[src/rtl/cwp_pkg.sv]
package cwp_pkg;
    // clock and power-up delay figures
    localparam int CLK_KHZ = 20000;
    localparam int PUT_SHORT_MS = 1;
    localparam int PUT_MID_MS = 16;
    localparam int PUT_LONG_MS = 64;
    localparam int PUT_SHORT_CYC = PUT_SHORT_MS * CLK_KHZ;
    localparam int PUT_MID_CYC = PUT_MID_MS * CLK_KHZ;
    localparam int PUT_LONG_CYC = PUT_LONG_MS * CLK_KHZ;
    localparam int PUT_CNT_W = 21;

    // register word addresses
    localparam logic [15:0] ADR_REV = 16'h8005;
    localparam logic [15:0] ADR_PART = 16'h8006;
    localparam logic [15:0] ADR_CFG2 = 16'h8008;
    localparam logic [15:0] ADR_CFG3 = 16'h8009;
    localparam logic [15:0] ADR_CFG4 = 16'h800A;
    localparam logic [15:0] ADR_CFG5 = 16'h800B;
    localparam logic [15:0] ADR_STAT = 16'h8010;

    // field positions of the configuration and status words
    localparam int B_MASTER_CLEAR_PIN_ENABLE = 0;
    localparam int B_PUTS = 1;
    localparam int B_LVP = 13;
    localparam int B_WSAF = 11;
    localparam int B_WCFG = 9;
    localparam int B_WBOOT = 8;
    localparam int B_WAPP = 7;
    localparam int B_STORAGE_AREA_ENABLE_N = 4;
    localparam int B_BOOT_REGION_ENABLE_N = 3;
    localparam int B_BBSZ = 0;
    localparam int B_CP = 0;
    localparam int B_ST_REFUSED = 0;
    localparam int B_ST_LVP = 1;

    // power-up delay selection codes
    localparam logic [1:0] PUTS_1MS = 2'h0;
    localparam logic [1:0] PUTS_16MS = 2'h1;
    localparam logic [1:0] PUTS_64MS = 2'h2;
    localparam logic [1:0] PUTS_OFF = 2'h3;

    // word values and masks
    localparam logic [13:0] WORD_ERASED = 14'h3FFF;
    localparam logic [13:0] PROT_MASK4 = 14'h0B80;
    localparam logic [1:0] REV_RSVD = 2'h2;
    localparam logic [1:0] PART_RSVD = 2'h3;

    // program counter vectors and boot block ends
    localparam logic [14:0] RESET_VEC = 15'h0000;
    localparam logic [14:0] IRQ_VEC = 15'h0004;
    localparam int SAF_WORDS = 128;
    localparam logic [14:0] BB_END_7 = 15'h01FF;
    localparam logic [14:0] BB_END_6 = 15'h03FF;
    localparam logic [14:0] BB_END_5 = 15'h07FF;
    localparam logic [14:0] BB_END_4 = 15'h0FFF;
    localparam logic [14:0] BB_END_3 = 15'h1FFF;
    localparam logic [14:0] BB_END_LOW = 15'h3FFF;

    typedef enum logic [0:0] {
        PU_WAIT = 1'b0,
        PU_DONE = 1'b1
    } cwp_pu_t;
endpackage : cwp_pkg

[src/rtl/cwp_config_decode.sv]
// What this block does
// - power-up delay select 01 gives 16 ms, 00 gives 1 ms.
// - power-up delay select 11 disables the timer, 10 gives 64 ms.
// - reset pin is reset when low-voltage mode on, else enable bit decides.
// - bit 13 set enables low-voltage programming and overrides pin enable bit.
// - clearing low-voltage enable is refused while that path is programming.
// - bit 11 low locks storage area, only when storage area enabled.
// - bit 9 low blocks all configuration word writes.
// - bit 8 low locks boot block, only when boot block enabled.
// - bit 7 low locks application block of program flash.
// - protection bits return to unprotected only through bulk erase.
// - boot block enabled when bit 3 is 0.
// - three-bit size code selects boot block end address.
// - boot size changes only while boot block disabled, else bulk erase.
// - boot block never exceeds half of implemented program memory.
// - code protection on when bit 0 of word five is 0.
// - code protection acts at once, cleared only by bulk erase.
// - part word shows part code, bits 13 and 12 read 1.
// - revision word shows major and minor revision, bits 13:12 read 10.
// - fifteen-bit program counter wraps inside implemented memory.
// - execution starts at 0000h after reset, interrupts go to 0004h.
// - implemented memory is 2048 or 4096 words by variant.
`timescale 1ns/1ns
`default_nettype none
module cwp_config_decode #(
    parameter int PFM_WORDS = 2048,           // 2048 or 4096
    parameter logic [11:0] PART_CODE = 12'h5A5, // arbitrary value
    parameter logic [5:0] MAJOR_REV = 6'h01,  // arbitrary value
    parameter logic [5:0] MINOR_REV = 6'h00,  // arbitrary value
    parameter int PUT_SHORT_CYC = cwp_pkg::PUT_SHORT_CYC,
    parameter int PUT_MID_CYC = cwp_pkg::PUT_MID_CYC,
    parameter int PUT_LONG_CYC = cwp_pkg::PUT_LONG_CYC
) (
    input wire logic clk_i,                   // 20 MHz clock
    input wire logic reset_i,                 // sync reset, high
    input wire logic [15:0] addr_i,           // register address
    input wire logic [13:0] wdata_i,          // write data
    input wire logic wr_i,                    // write strobe
    input wire logic rd_i,                    // read strobe
    output logic [13:0] rdata_o,              // read data, next cycle
    input wire logic [13:0] nv_cfg2_i,        // stored word 2
    input wire logic [13:0] nv_cfg4_i,        // stored word 4
    input wire logic [13:0] nv_cfg5_i,        // stored word 5
    input wire logic bulk_erase_i,            // bulk erase pulse
    input wire logic lvp_active_i,            // low-voltage path in use
    input wire logic pc_step_i,               // advance program counter
    input wire logic pc_jump_i,               // load program counter
    input wire logic [14:0] pc_target_i,      // jump target
    input wire logic irq_take_i,              // take interrupt vector
    output logic [14:0] pc_o,                 // program counter
    input wire logic [14:0] chk_addr_i,       // self-write address to check
    output logic chk_locked_o,                // that address is locked
    output logic master_clear_pin_is_reset_o,             // reset pin acts as reset
    output logic lvp_enable_o,                // low-voltage programming on
    output logic cfg_locked_o,                // config words locked
    output logic boot_locked_o,               // boot block locked
    output logic app_locked_o,                // application block locked
    output logic saf_locked_o,                // storage area locked
    output logic boot_enable_o,               // boot block partition on
    output logic saf_enable_o,                // storage area on
    output logic [14:0] boot_end_o,           // last boot block address
    output logic code_protect_o,              // code protection on
    output logic power_up_done_o              // power-up delay elapsed
);
    localparam logic [14:0] ADDR_MASK = 15'(PFM_WORDS - 1);
    localparam logic [14:0] HALF_END = 15'(PFM_WORDS / 2 - 1);
    localparam logic [14:0] SAF_START = 15'(PFM_WORDS - cwp_pkg::SAF_WORDS);

    typedef struct packed {
        logic [13:0] cfg2;
        logic [13:0] cfg4;
        logic [13:0] cfg5;
        logic [13:0] act2;
        logic [13:0] act4;
        cwp_pkg::cwp_pu_t pu;
        logic [cwp_pkg::PUT_CNT_W-1:0] pu_cnt;
        logic refused;
        logic [14:0] pc;
        logic [13:0] rdata;
        logic chk_locked;
        logic master_clear_pin_is_reset;
        logic lvp_enable;
        logic cfg_locked;
        logic boot_locked;
        logic app_locked;
        logic saf_locked;
        logic boot_enable;
        logic saf_enable;
        logic [14:0] boot_end;
        logic code_protect;
    } cwp_st_t;

    cwp_st_t q;
    cwp_st_t d;

    // boot block end from size code, capped at half the memory
    function automatic logic [14:0] boot_end_of(input logic [2:0] code);
        logic [14:0] e;
        unique case (code)
            3'h7: e = cwp_pkg::BB_END_7;
            3'h6: e = cwp_pkg::BB_END_6;
            3'h5: e = cwp_pkg::BB_END_5;
            3'h4: e = cwp_pkg::BB_END_4;
            3'h3: e = cwp_pkg::BB_END_3;
            default: e = cwp_pkg::BB_END_LOW;
        endcase
        if (e > HALF_END) begin
            e = HALF_END;
        end
        return e;
    endfunction : boot_end_of

    // power-up delay length for a selection code
    function automatic logic [cwp_pkg::PUT_CNT_W-1:0] put_len(input logic [1:0] sel);
        logic [cwp_pkg::PUT_CNT_W-1:0] n;
        unique case (sel)
            cwp_pkg::PUTS_1MS: n = cwp_pkg::PUT_CNT_W'(PUT_SHORT_CYC);
            cwp_pkg::PUTS_16MS: n = cwp_pkg::PUT_CNT_W'(PUT_MID_CYC);
            cwp_pkg::PUTS_64MS: n = cwp_pkg::PUT_CNT_W'(PUT_LONG_CYC);
            default: n = '0;
        endcase
        return n;
    endfunction : put_len

    // decoded views of the live image and the latched copy
    logic lvp_act;
    logic boot_en_act;
    logic saf_en_act;
    logic [14:0] bend_act;
    logic wlock_cfg;
    logic [1:0] puts;
    logic [cwp_pkg::PUT_CNT_W-1:0] pu_len;
    logic [14:0] chk_a;

    assign lvp_act = q.act4[cwp_pkg::B_LVP];
    assign boot_en_act = ~q.act4[cwp_pkg::B_BOOT_REGION_ENABLE_N];
    assign saf_en_act = ~q.act4[cwp_pkg::B_STORAGE_AREA_ENABLE_N];
    assign bend_act = boot_end_of(q.act4[cwp_pkg::B_BBSZ +: 3]);
    // lock uses the live image so a fresh lock bites at once
    assign wlock_cfg = ~q.cfg4[cwp_pkg::B_WCFG];
    assign puts = q.act2[cwp_pkg::B_PUTS +: 2];
    assign pu_len = put_len(puts);
    assign chk_a = chk_addr_i & ADDR_MASK;

    // next state: reset load, bulk erase, register writes, timers
    always_comb begin
        logic [13:0] nw;
        logic refuse_ev;
        logic refuse_clr;
        nw = '0;
        refuse_ev = 1'b0;
        refuse_clr = 1'b0;
        d = q;

        // register writes; protection bits only move toward protected
        if (wr_i) begin
            unique case (addr_i)
                cwp_pkg::ADR_CFG2: begin
                    if (wlock_cfg) begin
                        refuse_ev = 1'b1;
                    end else begin
                        d.cfg2 = wdata_i;
                    end
                end
                cwp_pkg::ADR_CFG4: begin
                    if (wlock_cfg) begin
                        refuse_ev = 1'b1;
                    end else begin
                        nw = wdata_i;
                        nw = nw & (~cwp_pkg::PROT_MASK4 | q.cfg4);
                        if (!q.cfg4[cwp_pkg::B_BOOT_REGION_ENABLE_N]) begin
                            nw[cwp_pkg::B_BBSZ +: 3] = q.cfg4[cwp_pkg::B_BBSZ +: 3];
                        end
                        if (lvp_active_i && !wdata_i[cwp_pkg::B_LVP]) begin
                            nw[cwp_pkg::B_LVP] = q.cfg4[cwp_pkg::B_LVP];
                        end
                        refuse_ev = (nw != wdata_i);
                        d.cfg4 = nw;
                    end
                end
                cwp_pkg::ADR_CFG5: begin
                    if (wlock_cfg) begin
                        refuse_ev = 1'b1;
                    end else begin
                        nw = wdata_i;
                        nw[cwp_pkg::B_CP] = wdata_i[cwp_pkg::B_CP] & q.cfg5[cwp_pkg::B_CP];
                        refuse_ev = (nw != wdata_i);
                        d.cfg5 = nw;
                    end
                end
                cwp_pkg::ADR_STAT: begin
                    refuse_clr = wdata_i[cwp_pkg::B_ST_REFUSED];
                end
                default: begin
                    refuse_ev = 1'b0; // read-only or unmapped: ignored
                end
            endcase
        end
        // a refusal in the clearing cycle still sticks
        d.refused = (q.refused & ~refuse_clr) | refuse_ev;

        // read data stand for one cycle only
        d.rdata = '0;
        if (rd_i) begin
            unique case (addr_i)
                cwp_pkg::ADR_REV: d.rdata = {cwp_pkg::REV_RSVD, MAJOR_REV, MINOR_REV};
                cwp_pkg::ADR_PART: d.rdata = {cwp_pkg::PART_RSVD, PART_CODE};
                cwp_pkg::ADR_CFG2: d.rdata = q.cfg2;
                cwp_pkg::ADR_CFG4: d.rdata = q.cfg4;
                cwp_pkg::ADR_CFG5: d.rdata = q.cfg5;
                cwp_pkg::ADR_STAT: begin
                    d.rdata[cwp_pkg::B_ST_REFUSED] = q.refused;
                    d.rdata[cwp_pkg::B_ST_LVP] = lvp_active_i;
                end
                default: d.rdata = '0; // reserved word and unmapped
            endcase
        end

        // bulk erase returns every word to the unprotected state
        if (bulk_erase_i) begin
            d.cfg2 = cwp_pkg::WORD_ERASED;
            d.cfg4 = cwp_pkg::WORD_ERASED;
            d.cfg5 = cwp_pkg::WORD_ERASED;
            d.act2 = cwp_pkg::WORD_ERASED;
            d.act4 = cwp_pkg::WORD_ERASED;
        end

        // power-up timer runs once after reset release
        unique case (q.pu)
            cwp_pkg::PU_WAIT: begin
                d.pu_cnt = q.pu_cnt + 1'b1;
                if (puts == cwp_pkg::PUTS_OFF || q.pu_cnt + 1'b1 >= pu_len) begin
                    d.pu = cwp_pkg::PU_DONE;
                end
            end
            cwp_pkg::PU_DONE: begin
                d.pu_cnt = q.pu_cnt;
            end
        endcase

        // program counter: interrupt over jump over step, all wrapped
        if (irq_take_i) begin
            d.pc = cwp_pkg::IRQ_VEC;
        end else if (pc_jump_i) begin
            d.pc = pc_target_i & ADDR_MASK;
        end else if (pc_step_i) begin
            d.pc = (q.pc + 15'h0001) & ADDR_MASK;
        end

        // registered decoded outputs
        d.master_clear_pin_is_reset = lvp_act | q.act2[cwp_pkg::B_MASTER_CLEAR_PIN_ENABLE];
        d.lvp_enable = lvp_act;
        d.cfg_locked = wlock_cfg;
        d.boot_locked = ~q.cfg4[cwp_pkg::B_WBOOT] & boot_en_act;
        d.app_locked = ~q.cfg4[cwp_pkg::B_WAPP];
        d.saf_locked = ~q.cfg4[cwp_pkg::B_WSAF] & saf_en_act;
        d.boot_enable = boot_en_act;
        d.saf_enable = saf_en_act;
        d.boot_end = boot_en_act ? bend_act : 15'h0000;
        d.code_protect = ~q.cfg5[cwp_pkg::B_CP];
        // self-write check: storage area, then boot block, then application
        if (saf_en_act && chk_a >= SAF_START) begin
            d.chk_locked = ~q.cfg4[cwp_pkg::B_WSAF];
        end else if (boot_en_act && chk_a <= bend_act) begin
            d.chk_locked = ~q.cfg4[cwp_pkg::B_WBOOT];
        end else begin
            d.chk_locked = ~q.cfg4[cwp_pkg::B_WAPP];
        end

        // reset latches the stored words and restarts everything
        if (reset_i) begin
            d = '0;
            d.cfg2 = nv_cfg2_i;
            d.cfg4 = nv_cfg4_i;
            d.cfg5 = nv_cfg5_i;
            d.act2 = nv_cfg2_i;
            d.act4 = nv_cfg4_i;
            d.pu = cwp_pkg::PU_WAIT;
            d.pc = cwp_pkg::RESET_VEC;
        end
    end

    // single state register
    always_ff @(posedge clk_i) begin
        q <= d;
    end

    // outputs straight from flip-flops
    assign rdata_o = q.rdata;
    assign pc_o = q.pc;
    assign chk_locked_o = q.chk_locked;
    assign master_clear_pin_is_reset_o = q.master_clear_pin_is_reset;
    assign lvp_enable_o = q.lvp_enable;
    assign cfg_locked_o = q.cfg_locked;
    assign boot_locked_o = q.boot_locked;
    assign app_locked_o = q.app_locked;
    assign saf_locked_o = q.saf_locked;
    assign boot_enable_o = q.boot_enable;
    assign saf_enable_o = q.saf_enable;
    assign boot_end_o = q.boot_end;
    assign code_protect_o = q.code_protect;
    assign power_up_done_o = (q.pu == cwp_pkg::PU_DONE);
endmodule : cwp_config_decode
`default_nettype wire

[config.mk]
export PLATFORM = sky130hd
export DESIGN_NAME = cwp_config_decode
export DESIGN_NICKNAME = d
export VERILOG_FILES = /design/src/rtl/cwp_pkg.sv /design/src/rtl/cwp_config_decode.sv
export SDC_FILE = /design/constraint.sdc
export NUM_CORES = 1
export LEC_CHECK = 0
export ABC_AREA = 1
export BUFFER_PORTS_ARGS = -buffer_cell sky130_fd_sc_hd__buf_2
export CORE_ASPECT_RATIO = 0.6
export CORE_UTILIZATION = 48
export DETAILED_ROUTE_END_ITERATION = 16
export PLACE_DENSITY = 0.76
export SLEW_MARGIN = 25
export SYNTH_ARGS = -nofsm -noshare
export SYNTH_HDL_FRONTEND = slang
export SYNTH_SLANG_ARGS = --single-unit
[constraint.sdc]
create_clock -name clk_i -period 2.7 [get_ports clk_i]
set_clock_uncertainty 0.1 [all_clocks]
set_input_delay 0.405 -clock clk_i [delete_from_list [all_inputs] [get_ports clk_i]]
set_output_delay 0.405 -clock clk_i [all_outputs]
set_load 0.005 [all_outputs]
======== Word level (Yosys, flattened, before mapping) ========
Index checks and enable logic that the tools add are counted.
cells by class
  mux-type cells .......................... 39
  magnitude comparators ................... 4
  equal/unequal tests ..................... 16
  add/subtract/negate cells ............... 2
  bitwise operators ....................... 16
  reduce and logical (&&, ||, !) cells .... 21
operators by type and width
  kind                   count
  $mux 147               1
  $mux 14                8
  $eq 16x16->1 const B   6
  $mux 70                1
  $pmux 14 s5            1
  $pmux 21 s3            1
  $pmux 12 s5            1
  $mux 42                1
  $mux 11                3
  $add 21x1->21 const B  1
  $ge 21x21->1           1
  $mux 21                1
  $reduce_bool 3->1      6
  $gt 15x10->1 const B   1
  $le 11x15->1           1
  $mux 15                1
  $and 14x14->14         1
  $mux 1                 14
  $ne 14x14->1           1
  $eq 3x3->1 const B     4
  $mux 3                 4
  $add 11x1->11 const B  1
  $ge 11x11->1 const B   1
  $pmux 2 s5             1
  other kinds (16)       36
storage, ports and cells
  register bits ........................... 132
  output and inout port bits .............. 55
  word-level logic and storage cells ...... 121
  input bits .............................. 111

======== Depth between registers and ports, before layout ========
Gate-level depths: netlist (run 1).
  word-level depth ........................ 12
  mapped depth ............................ 23
  depth with buffers taken out ............ 23

======== Worst setup path after synthesis (run 1) ========
OpenSTA, ideal clock, no wires.
  path kind ............................... input to register
  start point ............................. in addr_i[11]
  end point ............................... reg q[133] (netlist name) (enable)
  arrival ................................. 2.096 ns
  path buffers ............................ 0
  cell stages on the path ................. 7
  slack ................................... 0.100 ns
  required time ........................... 2.196 ns
  library setup time ...................... 0.404 ns
  path through ............................ nor2_1 nand2_1 nor2_4 nand2_2 nor3_4 inv_2 o21ai_0
on the way
  word-level cells in the longest chain between the ends .. 3
ends and longest elaborated chain
  item                         RTL line                  RTL
  start: declaration           cwp_config_decode.sv:36   input wire logic [15:0] addr_i,
  $eq 16x16->1                 cwp_config_decode.sv:157  unique case (addr_i)
  $reduce_bool 3->1 (no line)  n/a
  $reduce_and 3->1 (no line)   n/a
  end signal: assignment       cwp_config_decode.sv:285  q <= d;
  end: declaration             cwp_config_decode.sv:93   cwp_st_t q;
Every way passes these cells.
A chain may end at the register's enable or synchronous reset.

======== Final worst setup path (run 1) ========
  start point ............................. reg q[60] (netlist name)
  end point ............................... reg q, in the netlist power_up_done_o
on the way
  word-level cells in the longest chain between the ends .. 5
ends and longest elaborated chain
  item              RTL line                  RTL
  $add 21x1->21     cwp_config_decode.sv:232  if (puts == cwp_pkg::PUTS_OFF || q.pu_cnt + 1'b1 >= pu_len) begin
  $ge 21x21->1      cwp_config_decode.sv:232
  $logic_or 1x1->1  cwp_config_decode.sv:232
  $mux 1            cwp_config_decode.sv:232
  $mux 1            cwp_config_decode.sv:229  unique case (q.pu)
Every way passes these cells.

==> results.py, run 1 <==
metrics = {
    "route": {
        "avgRoutedWirePerCell_um": 14.7,
        "drc": 0,
        "drt_first_pass_iters": 5,
        "drtIter0Drc": 430,
        "num_vias": 5737,
        "totalWireLength_mm": 16.5,
        "ant_nets": 0,
        "viasPerCell": 5.10,
    },
    "logic_synthesis": {
        "synth_top_area_share_pct": 24.1,
        "avgSynthCellArea_um2": 7.95,
        "ys.flop_type": "dfxtp_1",
        "ys.warnings.count": 0,
        "ys_seq_elements": 115,
        "synth_cell_type_count": 46,
        "ys_async_sr_fraction_pct": 0,
        "synth_cells": 798,
        "seq_area_frac_synth_pct": 44.3,
        "synth_most_common_cell": "nand2_1",
        "netlist_area_um2": 6340,
        "synth_edf_count": 51,
        "synth_area_leaders": "edfxtp_1 (24%), dfxtp_1 (20%), nand2_1 (11%)",
        "synthTopCellsByCount": "nand2_1 (179), inv_1 (82), nor2_1 (80)",
        "synth_top_cell_by_area": "edfxtp_1",
    },
    "critical_path": {
        "rr_startpoint": "q[60]",
        "endpoint_kind": "flop",
        "critPathRequiredTime_ns": 2.95,
        "timing.rr.end": "power_up_done_o",
        "cp-start-kind": "flop",
        "worst-path-buf-inv": 2,
        "crit_fanout": 4,
        "critPathKind": "flop to flop",
        "path_cells": "nand2_4, nor2_4, nand2_2, nor2_4, nand3_4, nor2_4, nand3_2, xor2_2, inv_2, ha_4, nand4_1, nor2_1, nand3_1, nor2_1, nand3_1, nand2_1, inv_1, nand2_1, nand2_1, a21oi_2",
        "cp_slowest_stage_delay_ns": 0.38,
        "crit_family": "simple AND/OR/NAND/NOR gates",
        "crit_arrival_ns": 2.95,
        "r2r_slack_ns": -0.005,
        "worst_path_max_delay_cell": "dfxtp_4",
        "r2r_cells": 20,
        "cp.depth": 20,
    },
    "global_route": {
        "grt_pass1_wl_mm": 25.9,
        "grt_pass1_vias": 5158,
        "grt_max_degree": 32,
        "overflow": 0,
        "antenna_found_initial": 0,
        "grtUsageTotal_pct": 24.8,
    },
    "clocking": {
        "cts_tree": "built",
        "cts_sinks": 115,
        "cts_made_buffers": 17,
        "h-tree-depth": 4,
        "cts-root-buf": "clkbuf_16",
        "clockBufferDepth": 2,
        "clk_pin_slew_ns": 0.06,
        "clk_latency_ns": 0.41,
    },
    "timing": {
        "grt_setup_unrepaired": "yes",
        "maxSlewViolCount": 0,
        "fin_crit_ns": 2.70,
        "hold_viol": 0,
        "period_share_pct": 100,
        "hold_ws_ns": 0.147,
        "finalSetupViolCount": 1,
        "tns_ns": -0.00476,
        "worst_slack_ns": -0.00476,
        "relSlewSlack_pct": 62.3,
        "tightest_slew_ns": 0.564,
        "fmax_mhz": 370,
    },
    "flow_run": {
        "drv_cap": 0,
    },
    "floorplanning": {
        "die_w_um": 150,
        "dieArea_um2": 13700,
        "start_util_pct": 49.3,
        "dieHeight_um": 91.0,
        "num_rows": 32,
        "pin_count": 166,
        "fp.coreArea_um2": 12900,
    },
    "power": {
        "vdd_drop_max_mv": 0.442,
        "leakage_nw": 3.76,
        "finalPower_mw": 5.44,
        "p_sw_mw": 1.61,
        "p_int_mw": 3.83,
        "power_frac_clock_pct": 41.0,
        "power_density_nw_per_um2": 693,
        "share_comb_of_total_power_pct": 18.5,
        "seqPwrFrac_pct": 40.6,
        "p_sw_share_pct": 29.7,
    },
    "worst_hold_path": {
        "holdPathStages": 3,
        "hold_class": "input port to flop",
        "hold_end": "pc_o[2]",
        "hp-start": "irq_take_i",
    },
    "finish": {
        "syn2layout_area_growth_pct": 23.9,
        "finalNetCount": 1072,
        "fill_cells": 1137,
        "drive_gt1_share_pct": 29.5,
    },
    "outcome": {
        "status": "finished, violations left",
        "violations": "setup timing",
    },
    "placement": {
        "gp_congestion": 0.894,
        "post-dp-hpwl_mm": 12.3,
        "port_buffers": 152,
    },
}
## routing by layer
layer	global-route usage (%)	part of all wire (%)	up-vias
met5	0	0	-
met4	6.73	0.94	0
met3	5.78	10	14
met2	34.9	41	287
met1	37.5	48	2596
li1	-	-	2840
## cells by family after synthesis
logic type	Yosys count	share of synthesized area (%)
buf+inv	159	12.3
other cells	2	0.118
fa+ha+maj	20	3.95
simple gates	351	24.7
flops	115	44.3
xor+xnor	21	3.02
compound gates	130	11.6
## worst max path at each step
stage	startpoint	endpoint	slack, ns
floorplan	addr_i[11]	q[133]	0.1
detailed placement	q[59]	power_up_done_o	-0.01
global route	q[56]	power_up_done_o	-0.26
finish	q[60]	power_up_done_o	-0.005
CTS	q[56]	power_up_done_o	0.01
global placement	q[59]	power_up_done_o	0.04
## power groups by stage
stage	Clock, mW	Sequential [mW]	Combinational, mW
after global placement	0	2.20	0.919
after global routing	2.34	2.23	1.15
after detailed placement	0	2.21	0.942
after floorplan	0	2.18	0.630
final	2.23	2.21	1.01
after CTS	2.25	2.17	0.950
## cell usage in the layout, fill, tap and decap left out, types with 3 or more instances in the layout
cell type   count
nor2_4          7
o21ai_1         4
buf_2         152
clkbuf_16      19
nand2_2         5
a31oi_1         4
conb_1         10
o21bai_1        5
nand3_2         3
a211oi_1        8
edfxtp_1       51
a21oi_1        47
dfxtp_1        57
ha_1           17
xnor2_1         3
nand4_1        11
ha_4            3
dfxtp_4         4
nand2_1       176
xor2_1         16
inv_6           3
inv_2          10
nand3_1        33
o21ai_0        45
o211ai_1        3
nand2_4         3
nor2_1         80
clkinvlp_4      5
nor2_2         14
clkinv_2        3
a22oi_1         4
dfxtp_2         3
inv_1          78
nor3_1         13
buf_4          31
## state kept, by name, indices dropped and copies added (netlist names)
signal / flops
rdata_o: 14
saf_enable_o: 1
q: 70
code_protect_o: 1
boot_locked_o: 1
pc_o: 11
cfg_locked_o: 1
app_locked_o: 1
master_clear_pin_is_reset_o: 1
boot_enable_o: 1
chk_locked_o: 1
lvp_enable_o: 1
lvp_act: 1
boot_end_o: 6
power_up_done_o: 1
puts: 2
saf_locked_o: 1
## layout make-up
| type | count | area, um^2 | share of cell area (%) |
|---|---|---|---|
| inverters | 90 | 339 | 4.32 |
| repair buffers | 185 | 1020 | 12.9 |
| clock buffers | 19 | 475 | 6.05 |
| diodes | 1 | 2.50 | 0.0319 |
| well taps | 170 | 213 | 2.71 |
| flip-flops and latches | 115 | 2830 | 36.0 |
| multi-input cells | 532 | 2860 | 36.4 |
| clock inverters | 13 | 121 | 1.55 |
## tightest hold or removal path, cell delays in order
cell       delay (ns)
buf_2            0.09
a2111oi_0        0.05
nor2_1           0.07
## timing repair
action                     CTS  global route
resized for setup            1            28
hold buffers                 0             0
setup buffers                0             4
pin swaps                    0            16
hold endpoints to repair     0             0
setup endpoints to repair    1             1
## stage by stage
step	area (um^2)	cells	worst slack (ns)	utilization [%]
floorplan	6370	806	0.0999	-
global placement	7130	1088	0.0404	55.4
detailed placement	7130	1088	-0.0101	55.4
CTS	7730	1120	0.0109	60.1
global route	7850	1124	-0.256	61.1
finish	7860	1125	-0.00476	61.1
(Power assumes the default switching activity.)
==> run 2: changes to the inputs <==
--- a/config.mk
+++ b/config.mk
@@ -11,5 +11,5 @@
 export CORE_UTILIZATION = 48
 export DETAILED_ROUTE_END_ITERATION = 16
-export PLACE_DENSITY = 0.76
+export PLACE_DENSITY = 0.78
 export SLEW_MARGIN = 25
 export SYNTH_ARGS = -nofsm -noshare
--- a/constraint.sdc
+++ b/constraint.sdc
@@ -3,3 +3,3 @@
 set_input_delay 0.405 -clock clk_i [delete_from_list [all_inputs] [get_ports clk_i]]
 set_output_delay 0.405 -clock clk_i [all_outputs]
-set_load 0.005 [all_outputs]
+set_load 0.1 [all_outputs]
==> run 2 against run 1 <==
The flow still finishes with violations (setup timing). Routed wire length rose by 4.4%. Non-clock buffer count up 13. Maximum frequency is 1.6% lower. Clock power is 3% higher. Die area unchanged. First-iteration DRC count is 23% higher.
==> results.py, run 2 (synthesis results as in run 1) <==
metrics = {
    "global_route": {
        "grt_pass1_vias": 5372,
        "grt_pass1_wl_mm": 26.7,
        "grt_max_degree": 39,
        "antenna_found_initial": 1,
        "grtUsageTotal_pct": 25.6,
        "overflow": 0,
    },
    "critical_path": {
        "cp.depth": 18,
        "startpoint": "q[59]",
        "r2r_cells": 18,
        "crit_family": "simple AND/OR/NAND/NOR gates",
        "cp_slowest_stage_delay_ns": 0.38,
        "crit_fanout": 4,
        "worst_path_max_delay_cell": "dfxtp_4",
        "critPathKind": "flop to flop",
        "crit_top_cell": "nor2_4",
        "endpoint": "power_up_done_o",
        "r2r_slack_ns": -0.05,
        "rr_startpoint": "q[59]",
        "critPathRequiredTime_ns": 2.88,
        "worst-path-buf-inv": 4,
        "timing.rr.end": "power_up_done_o",
        "crit_arrival_ns": 2.93,
        "endpoint_kind": "flop",
        "cp-start-kind": "flop",
        "path_cells": "nand2_4, nor2_4, nand2_2, nor2_4, nand3_4, nor2_4, nand3_2, buf_4, buf_4, buf_4, nor2_4, xor2_2, inv_1, ha_1, a21oi_1, nand2_1, a21oi_1, a21oi_2",
    },
    "worst_hold_path": {
        "hold_class": "input port to flop",
    },
    "placement": {
        "port_buffers": 152,
        "numPlacedInstances": 1088,
        "gp_congestion": 0.906,
        "post-dp-hpwl_mm": 12.5,
    },
    "timing": {
        "tightest_slew_ns": 0.689,
        "relSlewSlack_pct": 54.1,
        "period_share_pct": 102,
        "fmax_mhz": 364,
        "finalSetupViolCount": 1,
        "maxSlewViolCount": 0,
        "hold_viol": 0,
        "worst_slack_ns": -0.0484,
        "fin_crit_ns": 2.75,
        "grt_setup_unrepaired": "yes",
    },
    "power": {
        "finalPower_mw": 5.86,
        "vdd_drop_max_mv": 0.451,
        "power_density_nw_per_um2": 733,
        "leakage_nw": 3.86,
    },
    "outcome": {
        "violations": "setup timing",
        "status": "finished, violations left",
    },
    "finish": {
        "final_common_cell": "nand2_1",
        "final_cell_mix": "nand2_1 (179), buf_2 (152), nor2_1 (79)",
        "fill_cells": 1100,
        "largest_reg_flops": 70,
        "syn2layout_area_growth_pct": 26.0,
        "multi_input_comb_area_um2": 2870,
        "finalNetCount": 1085,
        "final_cells": 1138,
        "seq_area_um2": 2840,
        "drive_gt1_share_pct": 30.4,
        "regMostFlops": "q",
    },
    "floorplanning": {
        "num_rows": 32,
        "fp.coreArea_um2": 12900,
        "die_w_um": 150,
        "pin_count": 166,
        "start_util_pct": 49.3,
        "dieArea_um2": 13700,
        "dieHeight_um": 91.0,
    },
    "route": {
        "viasPerCell": 5.17,
        "ant_nets": 0,
        "drtIter0Drc": 529,
        "avgRoutedWirePerCell_um": 15.1,
        "drt_first_pass_iters": 5,
        "drc": 0,
        "num_vias": 5883,
        "totalWireLength_mm": 17.2,
    },
    "clocking": {
        "clockBufferDepth": 2,
        "clk_pin_slew_ns": 0.05,
        "cts_sinks": 115,
        "cts_made_buffers": 17,
        "h-tree-depth": 4,
        "postCtsHoldBufs": 0,
        "cts-root-buf": "clkbuf_16",
        "clk_latency_ns": 0.41,
        "cts_tree": "built",
    },
    "flow_run": {
        "drv_cap": 0,
    },
}
[run 2: cell types whose count changed in the layout (fill, tap and decap cells not counted), moves of 3 or more]
cell        previous run  this run
nand2_1              176       179
nand2_2                5         2
inv_6                  3         0
buf_4                 31        45
clkinvlp_4             5         0
[run 2: layer usage]
| metal | vias up | part of all wire, % | wire length, um | global-route usage (%) |
|---|---|---|---|---|
| li1 | 2863 | - | - | - |
| met1 | 2680 | 46 | 7990 | 36.8 |
| met2 | 315 | 42 | 7190 | 37.5 |
| met3 | 25 | 10 | 1790 | 6.53 |
| met4 | 0 | 1.6 | 273 | 7.83 |
| met5 | - | 0 | 0 | 0 |
[run 2: per-stage QoR]
| stage | hold WS, ns | TNS (ns) | instance area (um^2) | utilization, % | setup slack [ns] |
|---|---|---|---|---|---|
| 2_1_floorplan | 0.328 | 0 | 6370 | - | 0.0999 |
| 3_3_place_gp | 0.349 | 0 | 7130 | 55.4 | 0.0693 |
| 3_5_place_dp | 0.362 | -0.0150 | 7130 | 55.4 | -0.0150 |
| 4_1_cts | 0.147 | 0 | 7860 | 61.2 | 0.00410 |
| 5_1_grt | 0.164 | -0.246 | 7990 | 62.2 | -0.246 |
| 6_report | 0.158 | -0.0484 | 7990 | 62.2 | -0.0484 |
[run 2: tightest hold or removal path: cells and delay by family]
family	cells	cell delay, ns
and+or+nand+nor	1	0.08
AOI/OAI and AO/OA	1	0.06
buffers and inverters	1	0.09
[run 2: layout make-up]
cell class / instances / area share (%)
multi-input cells: 532 / 36.0
clock inverters: 9 / 1.10
inverters: 90 / 4.24
flip-flops and latches: 115 / 35.5
repair buffers: 198 / 13.9
clock buffers: 23 / 6.65
diodes: 1 / 0.0313
well taps: 170 / 2.66
[run 2: worst min-delay path by stage]
| stage | slack, ns | to | startpoint | cells past startpoint |
|---|---|---|---|---|
| detailed placement | 0.36 | code_protect_o | q[105] | 1 |
| global route | 0.16 | q[138] | nv_cfg2_i[5] | 3 |
| floorplan | 0.33 | saf_enable_o | q[81] | 1 |
| finish | 0.16 | pc_o[2] | irq_take_i | 3 |
| global placement | 0.35 | master_clear_pin_is_reset_o | q[91] | 2 |
| CTS | 0.15 | pc_o[2] | irq_take_i | 3 |
[run 2: repair_timing]
item / in CTS / in global routing
setup endpoints to repair: 1 / 1
gates resized for setup: 15 / 17
setup buffers: 8 / 9
pin swaps: 10 / 19
[run 2: power breakdown]
part / internal, mW / total, mW / switching, mW
combinational: 0.414 / 1.32 / 0.907
sequential: 2.04 / 2.24 / 0.194
clock: 1.48 / 2.30 / 0.819
